==> src/lss_pkg.sv <==
/*
 * Shared constants for the linear sensor array scan sequencer: pixel count,
 * clock rates and the link timing used by both the array end and the
 * controller end.
 * Assumes a single 200 MHz system clock for both ends.
 */
package lss_pkg;
    localparam int unsigned CLK_PERIOD_PS = 5000;
    localparam int unsigned NUM_PIXELS = 128;
    localparam int unsigned PIX_W = 8;
    localparam logic [PIX_W-1:0] PIX_LAST = 8'h7f;
    localparam logic [PIX_W-1:0] PIX_FIRST = 8'h00;
    localparam int unsigned SAMPLE_W = 12;
    // array clock limits
    localparam int unsigned ARR_CLK_MAX_KHZ = 5000;
    localparam int unsigned ARR_CLK_MIN_PERIOD_PS = 1000000000 / ARR_CLK_MAX_KHZ;
    // system clocks per array clock half period, rounded up for a least time
    localparam int unsigned HALF_MIN_CYC =
        (ARR_CLK_MIN_PERIOD_PS / 2 + CLK_PERIOD_PS - 1) / CLK_PERIOD_PS;
    localparam int unsigned DIV_W = 16;
    localparam logic [DIV_W-1:0] DIV_MIN = DIV_W'(HALF_MIN_CYC);
    // integration time limit
    localparam int unsigned INT_MAX_MS = 100;
    localparam int unsigned INT_W = 32;
    localparam longint unsigned INT_MAX_CLKS_L =
        (64'(INT_MAX_MS) * 64'd1000000000) / 64'(CLK_PERIOD_PS);
    localparam logic [INT_W-1:0] INT_MAX_CLKS = INT_W'(INT_MAX_CLKS_L);
    // array clocks per scan before the next start is allowed (n+1)
    localparam logic [PIX_W:0] SCAN_CLKS = 9'h081;
    localparam logic [PIX_W:0] SCAN_ZERO = 9'h000;
    localparam logic [INT_W-1:0] INT_ZERO = 32'h0000_0000;
    localparam logic [DIV_W-1:0] DIV_ZERO = 16'h0000;
endpackage

==> src/lss_if.sv <==
/*
 * Link between the sensor array end and its controller: start pulse, array
 * clock and the tri-state pixel output.
 * Assumes both ends share clk_in; pixel_analog_output_oe marks when the array drives the output.
 */
`timescale 1ns/100ps
`default_nettype none
interface lss_if;
    import lss_pkg::*;
    logic start_pulse;
    logic array_clk;
    logic [SAMPLE_W-1:0] pixel_analog_output;
    logic pixel_analog_output_oe;
    modport array_end (
        input start_pulse,
        input array_clk,
        output pixel_analog_output,
        output pixel_analog_output_oe
    );
    modport ctrl_end (
        output start_pulse,
        output array_clk,
        input pixel_analog_output,
        input pixel_analog_output_oe
    );
endinterface
`default_nettype wire

==> src/lss_ctrl.sv <==
/*
 * Controller end: makes the array clock by a divider, spaces start pulses
 * from a programmable integration counter and captures each pixel.
 * Assumes clk_in at 200 MHz and one array end on the link.
 */
`timescale 1ns/100ps
`default_nettype none
module lss_ctrl
    import lss_pkg::*;
(
    input wire logic clk_in,
    input wire logic rstn_in,
    lss_if.ctrl_end link,
    input wire logic enable_in,
    input wire logic [DIV_W-1:0] half_period_in,
    input wire logic [INT_W-1:0] integ_clks_in,
    output logic [SAMPLE_W-1:0] pixel_data_out,
    output logic [PIX_W-1:0] pixel_index_out,
    output logic pixel_valid_out,
    output logic data_valid_out,
    output logic saturated_out
);
    typedef enum logic [1:0] {ST_IDLE, ST_SCAN, ST_WAIT} lss_state_e;
    lss_state_e state_q;
    lss_state_e state_d;
    logic [DIV_W-1:0] div_q;
    logic aclk_q;
    logic start_q;
    logic [PIX_W:0] clks_q;
    logic [INT_W-1:0] integ_q;
    logic flushed_q;
    logic [SAMPLE_W-1:0] data_q;
    logic [PIX_W-1:0] idx_q;
    logic valid_q;
    logic sat_q;

    function automatic logic [DIV_W-1:0] clamp_div(input logic [DIV_W-1:0] v);
        clamp_div = (v < DIV_MIN) ? DIV_MIN : v;
    endfunction

    function automatic logic [INT_W-1:0] clamp_int(input logic [INT_W-1:0] v);
        clamp_int = (v > INT_MAX_CLKS) ? INT_MAX_CLKS : v;
    endfunction

    wire [DIV_W-1:0] half_w = clamp_div(half_period_in);
    wire running = (state_q != ST_IDLE);
    wire tick = running & (div_q == DIV_ZERO);
    wire rise_tick = tick & ~aclk_q;
    wire fall_tick = tick & aclk_q;
    wire scan_done = (clks_q >= SCAN_CLKS);
    wire integ_done = (integ_q == INT_ZERO);
    wire go = enable_in & scan_done & integ_done & ~aclk_q;
    wire sample_now = rise_tick & (state_q == ST_SCAN) & (clks_q != SCAN_ZERO) &
                      (clks_q <= SCAN_CLKS);

    always_comb begin
        state_d = state_q;
        case (state_q)
            ST_IDLE: begin
                if (enable_in) begin
                    state_d = ST_WAIT;
                end
            end
            ST_SCAN: begin
                if (scan_done & fall_tick) begin
                    state_d = ST_WAIT;
                end
            end
            ST_WAIT: begin
                if (go & rise_tick) begin
                    state_d = ST_SCAN;
                end else if (!enable_in & ~aclk_q) begin
                    state_d = ST_IDLE;
                end
            end
            default: begin
                state_d = ST_IDLE;
            end
        endcase
    end

    always_ff @(posedge clk_in or negedge rstn_in) begin
        if (!rstn_in) begin
            state_q <= ST_IDLE;
            div_q <= DIV_ZERO;
            aclk_q <= 1'b0;
        end else begin
            state_q <= state_d;
            div_q <= (tick | !running) ? half_w - 16'h0001 : div_q - 16'h0001;
            aclk_q <= running ? (aclk_q ^ tick) : 1'b0;
        end
    end

    // start rises before the array clock edge, dropped at the following fall
    always_ff @(posedge clk_in or negedge rstn_in) begin
        if (!rstn_in) begin
            start_q <= 1'b0;
        end else if (state_q == ST_WAIT && go && div_q == 16'h0001) begin
            start_q <= 1'b1;
        end else if (fall_tick) begin
            start_q <= 1'b0;
        end
    end

    always_ff @(posedge clk_in or negedge rstn_in) begin
        if (!rstn_in) begin
            clks_q <= SCAN_CLKS;
            integ_q <= INT_ZERO;
        end else if (rise_tick && start_q) begin
            clks_q <= SCAN_ZERO + 9'h001;
            integ_q <= clamp_int(integ_clks_in);
        end else begin
            if (rise_tick && clks_q < SCAN_CLKS) begin
                clks_q <= clks_q + 9'h001;
            end
            if (!integ_done) begin
                integ_q <= integ_q - 32'h0000_0001;
            end
        end
    end

    always_ff @(posedge clk_in or negedge rstn_in) begin
        if (!rstn_in) begin
            flushed_q <= 1'b0;
            data_q <= '0;
            idx_q <= PIX_FIRST;
            valid_q <= 1'b0;
            sat_q <= 1'b0;
        end else begin
            valid_q <= sample_now & flushed_q & link.pixel_analog_output_oe;
            if (sample_now) begin
                data_q <= link.pixel_analog_output;
                idx_q <= clks_q[PIX_W-1:0] - 8'h01;
                if (link.pixel_analog_output == '1) begin
                    sat_q <= 1'b1;
                end
            end
            if (rise_tick && start_q) begin
                sat_q <= 1'b0;
            end
            if (state_q == ST_SCAN && scan_done && fall_tick) begin
                flushed_q <= 1'b1;
            end
        end
    end

    assign link.array_clk = aclk_q;
    assign link.start_pulse = start_q;
    assign pixel_data_out = data_q;
    assign pixel_index_out = idx_q;
    assign pixel_valid_out = valid_q;
    assign data_valid_out = flushed_q;
    assign saturated_out = sat_q;
endmodule
`default_nettype wire

==> src/flat_wrapper.sv <==
// flat-port wrapper written by rule: the top's interface ports become plain ports
module lss_ctrl_flat import lss_pkg::*;
  (clk_in, rstn_in, enable_in, half_period_in, integ_clks_in, pixel_data_out, pixel_index_out, pixel_valid_out, data_valid_out, saturated_out, link_start_pulse, link_array_clk, link_pixel_analog_output, link_pixel_analog_output_oe);
  lss_if link_i ();
  input wire logic clk_in;
  input wire logic rstn_in;
  input wire logic enable_in;
  input wire logic [DIV_W-1:0] half_period_in;
  input wire logic [INT_W-1:0] integ_clks_in;
  output logic [SAMPLE_W-1:0] pixel_data_out;
  output logic [PIX_W-1:0] pixel_index_out;
  output logic pixel_valid_out;
  output logic data_valid_out;
  output logic saturated_out;
  output wire logic [$bits(link_i.start_pulse)-1:0] link_start_pulse;
  output wire logic [$bits(link_i.array_clk)-1:0] link_array_clk;
  input wire logic [$bits(link_i.pixel_analog_output)-1:0] link_pixel_analog_output;
  input wire logic [$bits(link_i.pixel_analog_output_oe)-1:0] link_pixel_analog_output_oe;
  assign link_start_pulse = link_i.start_pulse;
  assign link_array_clk = link_i.array_clk;
  assign link_i.pixel_analog_output = link_pixel_analog_output;
  assign link_i.pixel_analog_output_oe = link_pixel_analog_output_oe;
  lss_ctrl u_core (.clk_in(clk_in), .rstn_in(rstn_in), .link(link_i), .enable_in(enable_in), .half_period_in(half_period_in), .integ_clks_in(integ_clks_in), .pixel_data_out(pixel_data_out), .pixel_index_out(pixel_index_out), .pixel_valid_out(pixel_valid_out), .data_valid_out(data_valid_out), .saturated_out(saturated_out));
endmodule
==> config.mk <==
export PLATFORM = sky130hd
export DESIGN_NAME = lss_ctrl_flat
export DESIGN_NICKNAME = d
export VERILOG_FILES = /design/src/lss_pkg.sv /design/src/lss_if.sv /design/src/lss_ctrl.sv /design/src/flat_wrapper.sv
export SDC_FILE = /design/constraint.sdc
export NUM_CORES = 1
export LEC_CHECK = 0
export BUFFER_PORTS_ARGS = -buffer_cell sky130_fd_sc_hd__buf_4
export CAP_MARGIN = 5
export CORE_UTILIZATION = 60
export DETAILED_ROUTE_END_ITERATION = 12
export PLACE_DENSITY = 0.85
export SLEW_MARGIN = 20
export SYNTH_ARGS = -nofsm -noshare
export SYNTH_HDL_FRONTEND = slang
export SYNTH_SLANG_ARGS = --single-unit
==> constraint.sdc <==
create_clock -name clk_in -period 5 [get_ports clk_in]
set_input_delay 0 -clock clk_in [delete_from_list [all_inputs] [get_ports clk_in]]
set_output_delay 0 -clock clk_in [all_outputs]
set_load 0.01 [all_outputs]
==> results by group, run 1 <==
Critical path
  – R2r setup slk: 1.49 ns
  – CP Launch Type: register
  – R2R cell count: 8
  – Critical Path RT: 5.31 ns
  – Data arrival, critical path: 3.82 ns
  – Crit path max fanout: 30
  – R2r startpoint: u_core.div_q[8]
  – FF-to-FF End: u_core.saturated_out
  – Critical path class: reg2reg
  – Worst Setup End Kind: register

Placement
  – HPWL Detailed: 8450 µm
  – Final Wtd Congestion: 0.888
  – IO buf count: 88
  – Place WS: 1.55 ns

Global routing
  – Initial antenna violation count: 1
  – Vias in the first global route: 4730
  – First-pass GRT wire length: 22600 µm
  – GRT Resource Usage Total: 0.337
  – GRT overflow: 0
  – Largest net degree at the start of global routing: 85

Timing
  – Clock skew: 0.0165 ns
  – Worst-Margin Slew: 0.978 ns
  – Setup TNS: 0 ns
  – Post-route setup slack: 1.49 ns
  – Final hold violation count: 0
  – F_max: 0.285 GHz
  – Relative slew slack: 0.348
  – Tmin final: 3.51 ns
  – WHS: 0.00299 ns
  – RSZ-0062 raised after global routing: false
  – Finish-stage setup viols: 0
  – Final period util: 0.703
  – Max-slew violations: 0

Route
  – DRC Markers: 0
  – Routed WL: 13300 µm
  – DR WL/cell: 17.7 µm
  – Initial DRC count: 330
  – Routed vias: 4642
  – Vias per Instance: 6.17
  – ANT nets after route: 0
  – Pre-antenna DRT Iters: 5

Synth
  – EDFF count, synth: 0
  – Post-synthesis cell area: 0.00487 mm²
  – FFs w/ async S/R, synth: 1.00
  – Syn_area_per_cell: 9.57 µm²
  – Post-synthesis sequential area ratio: 0.432
  – Net Count, Synth: 583
  – Post-synthesis register bit count: 84
  – Synth Flop Type: dfrtp_1
  – Synth Instances: 509
  – Post-synth cell types: 58
  – Yosys warning count: 0

Cells and area
  – Commonest non-fill, non-tap cell in the layout: buf_4
  – Synth-to-layout area growth: 30.1%
  – Layout net count: 718
  – Most frequent cells in the layout: buf_4 (92), dfrtp_1 (82), dlygate4sd3_1 (50)
  – Share of layout cells above drive strength 1: 0.203

Power and ir drop
  – Pwr/cell area: 240 mW/mm²
  – Max VDD drop: 137 µV
  – Static Leak: 2.68 nW

Die
  – Core area: 0.00781 mm²
  – Die Y: 92.1 µm
  – Std-Cell Rows: 32
  – I/O Pins: 89
  – Starting density of the core: 0.624
  – Die area: 0.00848 mm²
  – Die X: 92.1 µm

Clocking
  – CTS Buf Count: 9
  – Clock buffer depth: 2
  – Post-CTS setup buffer count: 0
  – Clock sink count: 84
  – H-tree Lvls: 3
  – TritonCTS clock tree: built
  – Skew-Pair Late Insertion Delay: 0.37 ns
  – Clk slew on worst S/H paths: 0.10 ns
  – # resized after CTS: 0
  – CTS Root Cell: clkbuf_8

Status
  – Status: completed

Run
  – Max_cap viols: 0

Min path
  – Hold path cells: 4
  – Hold Crit Start: half_period_in[2]
  – Worst Hold Endpoint: u_core.div_q[2]
  – HP Class: in2reg
power breakdown:
part           switching [mW]  total, mW  internal, mW
sequential             0.0647      0.790         0.725
combinational           0.102      0.228         0.125
clock                   0.254      0.501         0.247
cell families (layout without fill, tap and decap cells):
group	count (synthesis)	count (layout)	synth area share
and+or+nand+nor	212	212	0.240
DFF	84	84	0.432
AOI/OAI and AO/OA	82	82	0.118
xor gates and xnor gates	57	57	0.102
buffers and inverters	42	182	0.0334
muxes	22	22	0.0485
adders and majority gates	10	10	0.0257
other	0	1	0
worst max-delay path by stage:
stage | startpoint | end | slack (ns)
5_1_grt | u_core.div_q[8] | u_core.saturated_out | 1.19
2_1_floorplan | u_core.div_q[2] | u_core.pixel_index_out[2] | 2.08
3_5_place_dp | u_core.div_q[8] | u_core.saturated_out | 1.55
3_3_place_gp | u_core.div_q[2] | u_core.saturated_out | 1.69
6_report | u_core.div_q[8] | u_core.saturated_out | 1.49
4_1_cts | u_core.div_q[8] | u_core.saturated_out | 1.54
flip-flops by register name (all words and copies together) (netlist names), 2 cells and up:
| signal | flops |
|---|---|
| u_core.pixel_index_out | 8 |
| u_core.pixel_data_out | 12 |
| u_core.state_q | 2 |
| u_core.div_q | 16 |
| u_core.clks_q | 9 |
| u_core.integ_q | 32 |
routing by layer:
| layer | up-vias | GRT usage | part of all wire |
|---|---|---|---|
| met5 | - | 0 | 0 |
| met4 | 0 | 0.168 | 0.039 |
| met3 | 47 | 0.0489 | 0.063 |
| met2 | 219 | 0.590 | 0.52 |
| met1 | 2249 | 0.404 | 0.38 |
| li1 | 2127 | - | - |
synth_stat cells (5+ instances only):
cell type  instances  area (µm²)
o2bb2ai_1         14         123
xnor2_1           33         289
a21oi_1           15        75.1
o21ai_0            9        45.0
o21a_1             7        52.6
nor4_1            21         131
o21ai_1            6        30.0
or4_1             15         113
dfrtp_1           82        2050
or3_1              5        31.3
mux2_2            13         146
xor2_1            24         210
nor2_1            46         173
mux2i_1            9        90.1
inv_1             23        86.3
nand3_1           13        65.1
nor3_1            31         155
nand2_1           32         120
o31ai_1            5        37.5
nand2b_1           5        31.3
ha_1              10         125
clkbuf_1          15        56.3
nand4_1           13        81.3
layout make-up:
cell class	instances	area, µm²
Sequential cell	84	2100
Tap cell	102	128
Clock buffer	11	141
Inverter	23	86.3
Multi-Input combinational cell	383	2610
Fill cell	474	1470
Clock inverter	5	60.1
Antenna cell	1	2.50
Timing Repair Buffer	143	1200
worst max-delay path, stage by stage (launching register included):
cell and delay (ns):
dfrtp_1 0.44, or4_1 0.61, nor4_1 0.51, and3_1 0.28, ha_1 0.22, nand2b_1 0.17
a211o_1 0.64, nor4_1 0.43, o21a_1 0.16
through the flow:
step	utilization	total power, mW	std cells	instance area, µm²
floorplan	-	0.885	509	4870
global placement	0.721	0.976	685	5630
detailed placement	0.721	0.987	685	5630
CTS	0.811	1.50	751	6330
global route	0.811	1.58	752	6330
finish	0.811	1.52	752	6330
timing repair:
action	CTS	global route
setup endpoints to repair	0	0
hold buffers	50	0
hold endpoints to repair	132	0
(Power assumes the default switching activity.)
==> run 2, diff against run 1 <==
--- a/config.mk
+++ b/config.mk
@@ -7,9 +7,9 @@
 export LEC_CHECK = 0
 export BUFFER_PORTS_ARGS = -buffer_cell sky130_fd_sc_hd__buf_4
 export CAP_MARGIN = 5
-export CORE_UTILIZATION = 60
+export CORE_UTILIZATION = 56
 export DETAILED_ROUTE_END_ITERATION = 12
-export PLACE_DENSITY = 0.85
+export PLACE_DENSITY = 0.8
 export SLEW_MARGIN = 20
 export SYNTH_ARGS = -nofsm -noshare
 export SYNTH_HDL_FRONTEND = slang
==> constraint.sdc (replaced) <==
create_clock -name clk_in -period 3.58 [get_ports clk_in]
set_input_delay 0 -clock clk_in [delete_from_list [all_inputs] [get_ports clk_in]]
set_output_delay 0 -clock clk_in [all_outputs]
set_load 0.01 [all_outputs]
==> results by group, run 2 (synthesized netlist as in run 1, its figures left out) <==
Cells and area
  – Most flops, register: u_core.integ_q
  – Max reg flops: 32 (unchanged)
  – Share of layout cells above drive strength 1: 0.214 (+0.0109)
  – Ant diodes: 0 (-1)
  – Most frequent cells in the layout: buf_4 (100), dfrtp_1 (82), dlygate4sd3_1 (51)
  – Filler instances: 534 (+13%)
  – Final Instance Area: 0.00643 mm² (+1.6%)
  – Commonest non-fill, non-tap cell in the layout: buf_4
  – Synth-to-layout area growth: 32.1%
  – Layout net count: 727 (+1.3%)

Critical path
  – CP delay by family, top: simple AND/OR/NAND/NOR gates
  – CP dominant cell by count: nor4_1
  – Critical Path RT: 3.89 ns (-1.42 ns)
  – Largest stage delay on the critical path: 0.64 ns (about the same)
  – Slowest stage cell on the critical path: a211o_1
  – CP cell instances: or4_1 > nor4_1 > buf_4 > and3_1 > ha_1 > nand2b_1 > a211o_1 > nor4_1 > o21a_1
  – Data arrival, critical path: 3.55 ns (-0.27 ns)
  – Worst Setup End Kind: register
  – Crit path max fanout: 30 (unchanged)
  – R2R cell count: 9 (+1)
  – Crit path buf inv count: 1 (+1)
  – Critical path class: reg2reg
  – CP Launch Type: register
  – Crit path depth: 9 (+1)

Power and ir drop
  – Logic pwr share: 0.144 (-0.006)
  – Flop pwr share: 0.499 (-0.021)
  – Clock power share: 0.356 (+0.026)
  – NetSw: 0.604 mW (+43%)
  – Pwr/cell area: 342 mW/mm² (+43%)
  – Max VDD drop: 241 µV (+75%)
  – Sw frac: 0.275 (-0.00275)
  – Static Leak: 2.74 nW (+2.3%)
  – Internal power: 1.59 mW (+45%)

Route
  – Pre-antenna DRT Iters: 5 (unchanged)
  – Routed WL: 13200 µm (-0.68%)
  – Vias per Instance: 5.97 (-3.3%)
  – ANT nets after route: 0 (unchanged)
  – DR WL/cell: 17.3 µm (-2.1%)
  – Routed vias: 4554 (-1.9%)
  – DRC Markers: 0 (unchanged)
  – Initial DRC count: 266 (-19%)

Global routing
  – GRT overflow: 0 (unchanged)
  – First-pass GRT wire length: 21400 µm (-5.2%)
  – GRT Resource Usage Total: 0.309 (-0.0277)
  – Largest net degree at the start of global routing: 85 (unchanged)
  – Initial antenna violation count: 0 (-1)
  – Vias in the first global route: 4599 (-2.8%)

Timing
  – RSZ-0062 raised after global routing: false
  – Clock skew: 0.0169 ns (+0.000339 ns)
  – Final hold violation count: 0 (unchanged)
  – Finish-stage setup viols: 0 (unchanged)
  – F_max: 0.309 GHz (+8.4%)
  – Final period util: 0.905 (+0.203)
  – Worst-Margin Slew: 0.989 ns (+0.0116 ns)
  – Post-route setup slack: 0.339 ns (-1.15 ns)
  – Max-slew violations: 0 (unchanged)
  – Tmin final: 3.24 ns (-0.273 ns)
  – Setup TNS: 0 ns (unchanged)
  – Relative slew slack: 0.341 (-0.00776)

Placement
  – Placed cell areas: 0.00569 mm² (+1.1%)
  – Final Wtd Congestion: 0.866 (-2.5%)
  – IO buf count: 88 (unchanged)
  – HPWL Detailed: 8460 µm (+0.11%)
  – Place WS: 0.373 ns (-1.18 ns)

Clocking
  – Clock buffer depth: 2 (unchanged)
  – Skew-Pair Late Insertion Delay: 0.37 ns (about the same)
  – Clk slew on worst S/H paths: 0.10 ns (about the same)
  – Clock sink count: 84 (unchanged)
  – CTS Buf Count: 9 (unchanged)
  – CTS Root Cell: clkbuf_8
  – TritonCTS clock tree: built
  – Post-CTS setup buffer count: 0 (unchanged)
  – H-tree Lvls: 3 (unchanged)

Die
  – Die Y: 95.3 µm (+3.4%)
  – Die area: 0.00908 mm² (+7.0%)
  – Std-Cell Rows: 33 (+3.1%)
  – Die X: 95.3 µm (+3.4%)
  – Core area: 0.00830 mm² (+6.3%)
  – Starting density of the core: 0.587 (-0.0370)
  – I/O Pins: 89 (unchanged)

Run
  – Max_cap viols: 0 (unchanged)

Min path
  – HP Class: in2reg
  – Hold path cells: 4 (unchanged)

Status
  – Status: completed
## run 2: cell types whose count changed in the layout (fill, tap and decap cells not counted), sizes merged
cell,change
bufinv,+1
clkbuf,-2
clkinvlp,-1
dlygate4sd3,+1
inv,+2
diode,-1
buf,+8
## run 2: per-stage QoR
stage / std cells / utilization / hold slack (ns) / power [mW]
floorplan: 509 / - / -0.296 / 1.24
global placement: 696 / 0.686 / 0.219 / 1.36
detailed placement: 696 / 0.686 / 0.223 / 1.38
CTS: 763 / 0.775 / 0.0139 / 2.20
global route: 763 / 0.775 / 0.0269 / 2.30
finish: 763 / 0.775 / 0.0256 / 2.20
## run 2: power groups by stage
stage                     clock [mW]  sequential, mW  combinational, mW
after floorplan                    0            1.10              0.137
after global placement             0            1.11              0.255
after detailed placement           0            1.11              0.264
after CTS                      0.795            1.10              0.313
after global routing           0.843            1.11              0.350
final                          0.783            1.10              0.317
## run 2: worst min-delay path, stage by stage
cell and delay (ns):
buf_4 0.10, a21oi_1 0.04, xor2_1 0.14, o21ai_1 0.07
## run 2: repair_timing
action | 4_1_cts | 5_1_grt
gates resized for setup | 0 | 0
hold buffers | 51 | 0
endpoints found under the hold margin | 133 | 0
## run 2: final timing paths
kind                                            from                         to  slack, ns
setup reg to reg                     u_core.div_q[8]       u_core.saturated_out       0.34
setup / recovery                     u_core.div_q[8]       u_core.saturated_out       0.34
hold / removal                     half_period_in[2]            u_core.div_q[2]       0.03
hold reg to reg            u_core.pixel_index_out[3]  u_core.pixel_index_out[3]       0.49
min in group asynchronous                    rstn_in         u_core.integ_q[12]       0.23
max in group asynchronous                    rstn_in            u_core.div_q[9]       2.82
## run 2: layout make-up
| class | instances | area (µm²) | share of cell area |
|---|---|---|---|
| inverter | 23 | 86.3 | 0.0134 |
| sequential | 84 | 2100 | 0.327 |
| timing repair buffer | 152 | 1270 | 0.198 |
| clock buffer | 9 | 124 | 0.0192 |
| multi-input combinational | 383 | 2610 | 0.406 |
| clock inverter | 7 | 106 | 0.0165 |
| tap | 105 | 131 | 0.0204 |
## run 2: routing by layer
| layer | routed length [µm] | part of all wire | GRT usage |
|---|---|---|---|
| met1 | 5170 | 0.39 | 0.364 |
| met2 | 6880 | 0.52 | 0.546 |
| met3 | 661 | 0.050 | 0.0439 |
| met4 | 493 | 0.037 | 0.157 |
| met5 | 0 | 0 | 0 |
==> run 3, diff against run 2 <==
--- a/config.mk
+++ b/config.mk
@@ -9,7 +9,7 @@
 export CAP_MARGIN = 5
 export CORE_UTILIZATION = 56
 export DETAILED_ROUTE_END_ITERATION = 12
-export PLACE_DENSITY = 0.8
+export PLACE_DENSITY_LB_ADDON = 0.2
 export SLEW_MARGIN = 20
 export SYNTH_ARGS = -nofsm -noshare
 export SYNTH_HDL_FRONTEND = slang
==> results by group, run 3 (synthesized netlist as in run 1, its figures left out) <==
Die
  – Die X: 95.3 µm (unchanged)
  – I/O Pins: 89 (unchanged)
  – Die area: 0.00908 mm² (unchanged)
  – Core area: 0.00830 mm² (unchanged)
  – Die Y: 95.3 µm (unchanged)
  – Starting density of the core: 0.587 (unchanged)
  – Std-Cell Rows: 33 (unchanged)

Route
  – Initial DRC count: 186 (-30%)
  – Pre-antenna DRT Iters: 5 (unchanged)
  – DRC Markers: 0 (unchanged)
  – Routed vias: 4562 (+0.18%)
  – Vias per Instance: 5.95 (-0.35%)
  – ANT nets after route: 0 (unchanged)
  – Routed WL: 12900 µm (-2.4%)
  – DR WL/cell: 16.8 µm (-3.0%)

Critical path
  – CP dominant cell by count: nor4_1
  – Data arrival, critical path: 3.54 ns (about the same)
  – R2r setup slk: 0.36 ns (+0.02 ns)
  – CP Launch Type: register
  – Critical Path RT: 3.89 ns (about the same)
  – CP cell instances: or4_1 > nor4_1 > buf_4 > and3_1 > ha_1 > nand2b_1 > a211o_1 > nor4_1 > o21a_1
  – Largest stage delay on the critical path: 0.60 ns (-0.04 ns)
  – R2R cell count: 9 (unchanged)
  – Slowest stage cell on the critical path: or4_1
  – Crit path max fanout: 17 (-43%)
  – R2r startpoint: u_core.div_q[8]
  – Critical path class: reg2reg
  – Worst Setup End Kind: register
  – FF-to-FF End: u_core.saturated_out

Timing
  – F_max: 0.310 GHz (+0.52%)
  – Final period util: 0.901 (-0.00464)
  – Worst-Margin Slew: 0.876 ns (-0.113 ns)
  – Finish-stage setup viols: 0 (unchanged)
  – Tmin final: 3.22 ns (-0.0166 ns)
  – Max-slew violations: 0 (unchanged)
  – Final hold violation count: 0 (unchanged)
  – Clock skew: 0.0144 ns (-0.00246 ns)
  – Setup TNS: 0 ns (unchanged)
  – Relative slew slack: 0.414 (+0.0734)
  – RSZ-0062 raised after global routing: false

Cells and area
  – Filler instances: 542 (+1.5%)
  – Most flops, register: u_core.integ_q
  – Layout net count: 731 (+0.55%)
  – Final Core Density: 0.782 (+0.00709)
  – Most frequent cells in the layout: buf_4 (102), dfrtp_1 (82), dlygate4sd3_1 (53)
  – Commonest non-fill, non-tap cell in the layout: buf_4
  – Ant diodes: 0 (unchanged)
  – Share of layout cells above drive strength 1: 0.216 (+0.00173)
  – Synth-to-layout area growth: 33.3%
  – Max reg flops: 32 (unchanged)

Min path
  – HP Class: in2reg
  – Hold path cells: 4 (unchanged)
  – Hold Crit Start: half_period_in[10]
  – Worst Hold Endpoint: u_core.div_q[10]

Global routing
  – GRT Resource Usage Total: 0.310 (+0.00120)
  – Initial antenna violation count: 0 (unchanged)
  – Vias in the first global route: 4600 (+0.022%)
  – Largest net degree at the start of global routing: 85 (unchanged)
  – GRT overflow: 0 (unchanged)
  – First-pass GRT wire length: 21500 µm (+0.48%)

Clocking
  – CTS Root Cell: clkbuf_8
  – Clock buffer depth: 2 (unchanged)
  – H-tree Lvls: 3 (unchanged)
  – # resized after CTS: 0 (unchanged)
  – Post-CTS setup buffer count: 0 (unchanged)
  – Skew-Pair Late Insertion Delay: 0.37 ns (about the same)
  – Clock sink count: 84 (unchanged)
  – TritonCTS clock tree: built
  – Clk slew on worst S/H paths: 0.09 ns (about the same)
  – CTS Buf Count: 9 (unchanged)

Power and ir drop
  – Flop pwr share: 0.485 (-0.014)
  – Max VDD drop: 268 µV (+11%)
  – Logic pwr share: 0.139 (-0.005)
  – Sw frac: 0.266 (-0.00903)
  – Internal power: 1.67 mW (+4.7%)
  – Static Leak: 2.77 nW (+1.0%)
  – Clock power share: 0.376 (+0.020)
  – NetSw: 0.604 mW (about the same)
  – Pwr/cell area: 350 mW/mm² (+2.4%)

Run
  – Max_cap viols: 0 (unchanged)

Placement
  – Final Wtd Congestion: 0.905 (+4.5%)
  – HPWL Detailed: 8480 µm (+0.31%)
  – IO buf count: 88 (unchanged)

Status
  – Status: completed
-- run 3: stage by stage --
step | setup slack (ns) | hold slack, ns | instances | power, mW | area [µm²]
final | 0.356 | 0.0284 | 767 | 2.27 | 6490
after global routing | 0.105 | 0.0770 | 767 | 2.37 | 6490
after CTS | 0.411 | 0.0130 | 767 | 2.28 | 6490
after detailed placement | 0.435 | 0.222 | 698 | 1.38 | 5710
after global placement | 0.643 | 0.219 | 698 | 1.36 | 5710
after floorplan | 0.657 | -0.296 | 509 | 1.24 | 4870
-- run 3: repair_timing --
| item | 4_1_cts | 5_1_grt |
|---|---|---|
| hold endpoints to repair | 135 | 0 |
| hold buffers | 53 | 0 |
| endpoints found under the setup margin | 0 | 0 |
-- run 3: critical path: cells and delay by family, from the launching register on --
kind	cells	cell delay, ns
AO/OA/AOI/OAI	2	0.69
adder cells (fa/ha/maj)	1	0.24
buffers and inverters	1	0.18
flip-flops	1	0.43
AND/OR/NAND/NOR	5	1.61
-- run 3: final cells by class --
type / instances / area, µm² / share of cell area
multi-input combinational: 383 / 2610 / 0.402
sequential: 84 / 2100 / 0.324
timing repair buffer: 156 / 1310 / 0.201
tap: 105 / 131 / 0.0202
clock inverter: 7 / 130 / 0.0200
clock buffer: 9 / 124 / 0.0191
inverter: 23 / 86.3 / 0.0133
-- run 3: worst max-delay path by stage --
stage	slack, ns	endpoint	start
floorplan	0.66	u_core.pixel_index_out[2]	u_core.div_q[2]
global placement	0.64	u_core.saturated_out	u_core.div_q[8]
detailed placement	0.43	u_core.saturated_out	u_core.div_q[8]
CTS	0.41	u_core.saturated_out	u_core.div_q[8]
global route	0.11	u_core.saturated_out	u_core.div_q[8]
finish	0.36	u_core.saturated_out	u_core.div_q[8]
-- run 3: per-layer routing --
layer	track usage	wire, µm
met1	0.368	5100
met2	0.554	6780
met3	0.0582	601
met4	0.117	398
met5	0	0
-- run 3: power by group through the flow --
stage | clock network [mW] | registers (mW) | logic [mW]
after floorplan | 0 | 1.10 | 0.137
after global routing | 0.910 | 1.11 | 0.352
after global placement | 0 | 1.11 | 0.254
after CTS | 0.873 | 1.10 | 0.313
final | 0.855 | 1.10 | 0.316
after detailed placement | 0 | 1.12 | 0.265
